[src/inc/lsl_defs.vh]
// constants for the led on-off shift and latch block
`ifndef LSL_DEFS_VH
`define LSL_DEFS_VH
`define LSL_SHIFT_LEN   25
`define LSL_CHAN_NUM    24
`define LSL_GROUP_LEN   8
`define LSL_RED_POS     0
`define LSL_GREEN_POS   8
`define LSL_BLUE_POS    16
`define LSL_SHIFT_RST   25'h0000000
`define LSL_LATCH_RST   24'h000000
`endif

[src/hdl/lsl_top.v]
// serial on-off shift register, latch and blanked sink outputs of a 24-channel driver
`timescale 1ns/1ps
`include "lsl_defs.vh"
module lsl_top
#(
  parameter SHIFT_LEN = `LSL_SHIFT_LEN,
  parameter GROUP_LEN = `LSL_GROUP_LEN
)
(
  // clock and reset
  input  wire                 CLK,
  input  wire                 ARST_N,
  // serial link pins
  input  wire                 SHIFT_CLOCK,
  input  wire                 SERIAL_IN,
  input  wire                 LATCH_STROBE,
  input  wire                 OUTPUT_BLANK,
  output reg                  SERIAL_OUT,
  // sink enables, high means sink on
  output reg  [GROUP_LEN-1:0] RED_SINKS,
  output reg  [GROUP_LEN-1:0] GREEN_SINKS,
  output reg  [GROUP_LEN-1:0] BLUE_SINKS
);

  // channels held in the on-off latch: three colour groups
  localparam CHAN_NUM = 3 * GROUP_LEN;

  // filtered pin levels
  wire                 sclk_s;
  wire                 din_s;
  wire                 lat_s;
  wire                 blank_s;
  // filtered levels one clock ago, and the rising edges found from them
  reg                  sclk_q;
  reg                  lat_q;
  wire                 sclk_rise;
  wire                 lat_rise;
  // common shift register, its next value and the next serial output
  reg  [SHIFT_LEN-1:0] shift_q;
  wire [SHIFT_LEN-1:0] shift_d;
  wire                 serial_out_d;
  // on-off latch and its next value
  reg  [CHAN_NUM-1:0]  latch_q;
  wire [CHAN_NUM-1:0]  latch_d;
  // blank-gated channels and the three colour groups taken from them
  wire [CHAN_NUM-1:0]  sink_d;
  wire [GROUP_LEN-1:0] red_d;
  wire [GROUP_LEN-1:0] green_d;
  wire [GROUP_LEN-1:0] blue_d;

  // one colour group out of a channel vector, lowest channel first
  function [GROUP_LEN-1:0] group_bits;
    input [CHAN_NUM-1:0] vec;
    input integer        pos;
    begin
      group_bits = vec[pos +: GROUP_LEN];
    end
  endfunction

  // shift clock pin; its filter delay is matched by the data pin below
  lsl_sync u_sclk
  (
    .clk     (CLK),
    .arst_n  (ARST_N),
    .pin_in  (SHIFT_CLOCK),
    .level_q (sclk_s)
  );

  // serial data pin through the same stages, so the bit at the clock edge is taken
  lsl_sync u_din
  (
    .clk     (CLK),
    .arst_n  (ARST_N),
    .pin_in  (SERIAL_IN),
    .level_q (din_s)
  );

  // latch strobe pin
  lsl_sync u_lat
  (
    .clk     (CLK),
    .arst_n  (ARST_N),
    .pin_in  (LATCH_STROBE),
    .level_q (lat_s)
  );

  // blank pin; a pulse must last two clocks to pass the agreement filter
  lsl_sync u_blnk
  (
    .clk     (CLK),
    .arst_n  (ARST_N),
    .pin_in  (OUTPUT_BLANK),
    .level_q (blank_s)
  );

  // rising edges of the filtered levels; idle pins are low, as after reset
  assign sclk_rise = sclk_s & ~sclk_q;
  assign lat_rise  = lat_s & ~lat_q;

  // previous filtered levels for the edge detectors
  always @(posedge CLK or negedge ARST_N)
  begin
    if (!ARST_N)
    begin
      sclk_q <= 1'b0;
      lat_q  <= 1'b0;
    end
    else
    begin
      sclk_q <= sclk_s;
      lat_q  <= lat_s;
    end
  end

  // next shift register: serial_in enters bit zero
  assign shift_d[0] = sclk_rise ? din_s : shift_q[0];

  // next shift register: every other bit takes the one below it
  genvar b;
  generate
    for (b = 1; b < SHIFT_LEN; b = b + 1)
    begin : g_shift
      assign shift_d[b] = sclk_rise ? shift_q[b-1] : shift_q[b];
    end
  endgenerate

  // serial_out follows the new top bit, for the next driver in the chain
  assign serial_out_d = sclk_rise ? shift_q[SHIFT_LEN-2] : SERIAL_OUT;

  // a latch edge takes the lower bits; the top bit only feeds serial_out
  assign latch_d = lat_rise ? shift_q[CHAN_NUM-1:0] : latch_q;

  // common shift register
  always @(posedge CLK or negedge ARST_N)
  begin
    if (!ARST_N)
    begin
      shift_q <= `LSL_SHIFT_RST;
    end
    else
    begin
      shift_q <= shift_d;
    end
  end

  // serial output register
  always @(posedge CLK or negedge ARST_N)
  begin
    if (!ARST_N)
    begin
      SERIAL_OUT <= 1'b0;
    end
    else
    begin
      SERIAL_OUT <= serial_out_d;
    end
  end

  // on-off latch register, one bit per channel
  always @(posedge CLK or negedge ARST_N)
  begin
    if (!ARST_N)
    begin
      latch_q <= `LSL_LATCH_RST;
    end
    else
    begin
      latch_q <= latch_d;
    end
  end

  // blank gating per channel
  genvar i;
  generate
    for (i = 0; i < CHAN_NUM; i = i + 1)
    begin : g_gate
      assign sink_d[i] = latch_q[i] & ~blank_s;
    end
  endgenerate

  // split the gated channels into the colour groups
  assign red_d   = group_bits(sink_d, `LSL_RED_POS);
  assign green_d = group_bits(sink_d, `LSL_GREEN_POS);
  assign blue_d  = group_bits(sink_d, `LSL_BLUE_POS);

  // red group output register
  always @(posedge CLK or negedge ARST_N)
  begin
    if (!ARST_N)
    begin
      RED_SINKS <= {GROUP_LEN{1'b0}};
    end
    else
    begin
      RED_SINKS <= red_d;
    end
  end

  // green group output register
  always @(posedge CLK or negedge ARST_N)
  begin
    if (!ARST_N)
    begin
      GREEN_SINKS <= {GROUP_LEN{1'b0}};
    end
    else
    begin
      GREEN_SINKS <= green_d;
    end
  end

  // blue group output register
  always @(posedge CLK or negedge ARST_N)
  begin
    if (!ARST_N)
    begin
      BLUE_SINKS <= {GROUP_LEN{1'b0}};
    end
    else
    begin
      BLUE_SINKS <= blue_d;
    end
  end

endmodule // lsl_top

[src/hdl/lsl_sync.v]
// three-stage synchroniser with agreement filter for one pin
`timescale 1ns/1ps
module lsl_sync
(
  // clock and reset
  input  wire clk,
  input  wire arst_n,
  // pin and filtered level
  input  wire pin_in,
  output reg  level_q
);

  reg s1_q;
  reg s2_q;
  reg s3_q;

  // the first stage feeds only the second; level moves once stages two and three agree
  always @(posedge clk or negedge arst_n)
  begin
    if (!arst_n)
    begin
      s1_q    <= 1'b0;
      s2_q    <= 1'b0;
      s3_q    <= 1'b0;
      level_q <= 1'b0;
    end
    else
    begin
      s1_q <= pin_in;
      s2_q <= s1_q;
      s3_q <= s2_q;
      if (s2_q == s3_q)
        level_q <= s3_q;
    end
  end

endmodule // lsl_sync

[config.mk]
export PLATFORM = sky130hd
export DESIGN_NAME = lsl_top
export DESIGN_NICKNAME = d
export VERILOG_FILES = /design/src/hdl/lsl_top.v /design/src/hdl/lsl_sync.v
export VERILOG_INCLUDE_DIRS = /design/src /design/src/inc
export SDC_FILE = /design/constraint.sdc
export NUM_CORES = 1
export LEC_CHECK = 0
export ABC_AREA = 1
export CORE_MARGIN = 4
export CORE_UTILIZATION = 64
export DETAILED_ROUTE_END_ITERATION = 10
export DONT_BUFFER_PORTS = 1
export PLACE_DENSITY = 0.8
export SYNTH_ARGS = -nofsm -noshare
export SYNTH_HDL_FRONTEND = slang
export SYNTH_SLANG_ARGS = --single-unit
[constraint.sdc]
create_clock -name CLK -period 1.9 [get_ports CLK]
set_clock_uncertainty 0.15 [all_clocks]
set_input_delay 0.19 -clock CLK [delete_from_list [all_inputs] [get_ports CLK]]
set_output_delay 0.19 -clock CLK [all_outputs]
set_load 0.02 [all_outputs]
==> run summary <==
drc violations - 0
# IOs - 31
share of cells above drive strength 1 - 0.0818
initial antenna violation count - 0
Crit Reg-Reg Startpoint - u_sclk.level_q$_DFFE_PN0N_
Max Slew Vio Count - 0
Clock transition at path regs - 90 ps
Clock Tree Buf Depth - 2
IO buf count - 0
Reg-to-Reg End - shift_q[14]$_DFFE_PN0P_
Seq cells post-synth - 91
post-DP HPWL - 3210 um
R2R cell count - 3
status - finished with violations
final WL - 5170 um
Clk Latency, worst-skew pair - 350 ps
Mapped Cells - 323
core area - 5070 um2
Synth Area per Inst - 10.3 um2
Critical Path AT - 1530 ps
max_cap viols - 0
CP startpoint kind - register
Synth top area share - 0.683
Iteration-0 DRC Markers - 127
Levels on crit path - 3
Crit path buffers/inverters - 1
measured slew at the worst slew-check pin - 516 ps
Logic pwr share - 0.099
Clk network pwr share - 0.306
crit-path max FO - 16
Yosys cell types - 15
P&R area growth vs syn - 6.60%
final hold slack - -628 ps
Seq pwr share - 0.595
largest area contributor in the netlist - dfrtp_1
Area contributors post-synth - dfrtp_1 (68%), nand2_1 (11%), nand3_1 (7.4%), inv_1 (3.2%), nor2_1 (3.2%)
syn nets - 329
drt pass-1 iters - 5
Worst Setup Path Type - reg2reg
WL/cell - 12.9 um
Slew HR - 0.656
HP Class - in2async
P_int - 3110 uW
Worst path top cell family by delay - flip-flops
total vias in the final route - 2,050
Die ar. - 6430 um2
Nets - 331
fillcell total - 361
endpoint class of the critical path - register
fin crit share - 0.729
Lkg Pwr - 0.00190 uW
Ant. Diodes - 0
vias in the first global route - 1,919
count of final setup violators - 0
number of standard cells in the layout, taps in and fillers out - 400
Routed Antenna Nets - 0
synth warn - 0
failing checks - negative hold slack
sw frac - 0.284
placed insts - 380
Clock Tree Root - clkbuf_8
Tmin final - 1390 ps
Max Fclk - 0.722 GHz
Sum Neg Setup Slack - 0 ps
Site Rows - 26
RD Place Congestion - 0.794
max incr delay on CP - 670 ps
first-pass GRT wire length - 8880 um
clk sinks - 91
grt ovf - 0
CTS tree - built
CTS Hold Buffers Added - 4
htree depth - 3
final hold violations - 91
post-synthesis sequential area ratio - 0.683
Initial Util - 0.657
maximum vdd drop - 0.000607 V
Cell Pwr Density - 1220 nW/um2
largest net degree at the start of global routing - 92
Horiz. Die Dim - 80.2 um
RSZ-0062 raised after global routing - no
CP cell instances - buf_4 -> nand3_1 -> nand2_1
R2R setup slack - 510 ps
Total GRT Usage - 0.183
NetSw - 1240 uW
Critical-path top delay cell - dfrtp_1
Syn Std Cell Area - 3330 um2
CP Data Required Time - 2040 ps
via/cell ratio - 5.13
die height - 80.2 um
CTS buffer count - 9
[worst max-delay path by stage]
stage / slack (ps) / startpoint / to
6_report: 510 / u_sclk.level_q$_DFFE_PN0N_ / shift_q[14]$_DFFE_PN0P_
5_1_grt: 370 / u_sclk.level_q$_DFFE_PN0N_ / shift_q[14]$_DFFE_PN0P_
4_1_cts: 500 / u_sclk.level_q$_DFFE_PN0N_ / shift_q[1]$_DFFE_PN0P_
3_5_place_dp: 530 / u_sclk.level_q$_DFFE_PN0N_ / shift_q[14]$_DFFE_PN0P_
3_3_place_gp: 590 / u_sclk.level_q$_DFFE_PN0N_ / shift_q[1]$_DFFE_PN0P_
2_1_floorplan: 860 / u_sclk.level_q$_DFFE_PN0N_ / shift_q[0]$_DFFE_PN0P_
[cell families after synthesis]
logic type | synth area share
buf+inv | 0.0795
simple gates | 0.232
flops | 0.683
compound gates | 0.00600
[worst register-to-register path: stages, from the launching register on]
cell and delay, ps:
dfrtp_1 670, buf_4 310, nand3_1 110, nand2_1 90
[area by class of cell]
cell class / count / area, um2 / area share
well taps: 70 / 87.6 / 0.0246
flip-flops and latches: 91 / 2280 / 0.641
clock buffers: 11 / 151 / 0.0426
clock inverters: 5 / 61.3 / 0.0172
repair buffers: 8 / 70.1 / 0.0197
inverters: 30 / 115 / 0.0324
multi-input cells: 185 / 792 / 0.223
[per-stage QoR]
step / hold slack (ps) / setup slack (ps) / cell area [um2] / util / total power (uW)
2_1_floorplan: -256 / 862 / 3330 / - / 2960
3_3_place_gp: -254 / 590 / 3300 / 0.651 / 3010
4_1_cts: -638 / 500 / 3550 / 0.700 / 4380
5_1_grt: -656 / 374 / 3550 / 0.700 / 4580
3_5_place_dp: -254 / 534 / 3300 / 0.651 / 3060
6_report: -628 / 515 / 3550 / 0.700 / 4350
[metal layers]
layer / wire (um) / part of all wire / track usage
met5: 0 / 0 / 0
met4: 68 / 0.013 / 0.0861
met3: 235 / 0.045 / 0.0527
met2: 2430 / 0.47 / 0.272
met1: 2430 / 0.47 / 0.251
[registers in the layout, summed over array words and instances, names as in the netlist, 8 cells and up]
register / count
GREEN_SINKS: 8
shift_q: 24
BLUE_SINKS: 8
RED_SINKS: 8
latch_q: 24
[cell usage after synthesis (all sizes together)]
master	count
dfrtp	91
nor2	28
buf	15
clkbuf	2
a21oi	4
nand3	49
nand2	104
inv	30
[placed cells by master, fill, tap and decap left out]
cell type and n:
nand2_8 1, nor2_1 28, a21oi_1 4, dlygate4sd3_1 4
clkinv_4 1, nand2_2 3, inv_4 1, buf_4 4
clkbuf_8 11, clkinvlp_4 3, dfrtp_1 91, nand2_4 1
nand3_1 49, nand2_1 99, inv_2 1, bufinv_16 1
inv_1 28
[repair_timing]
item                                    in CTS  in global routing
buffers inserted                             0                  0
resized for setup                            0                  0
endpoints found under the setup margin       0                  0
hold endpoints to repair                    95                 91
[power groups by stage]
stage	registers (uW)	logic (uW)	clock network, uW
6_report	2590	432	1330
5_1_grt	2620	511	1450
4_1_cts	2590	441	1350
3_5_place_dp	2630	429	0
3_3_place_gp	2610	403	0
2_1_floorplan	2540	419	0
Power figures use the tool's default switching activity.
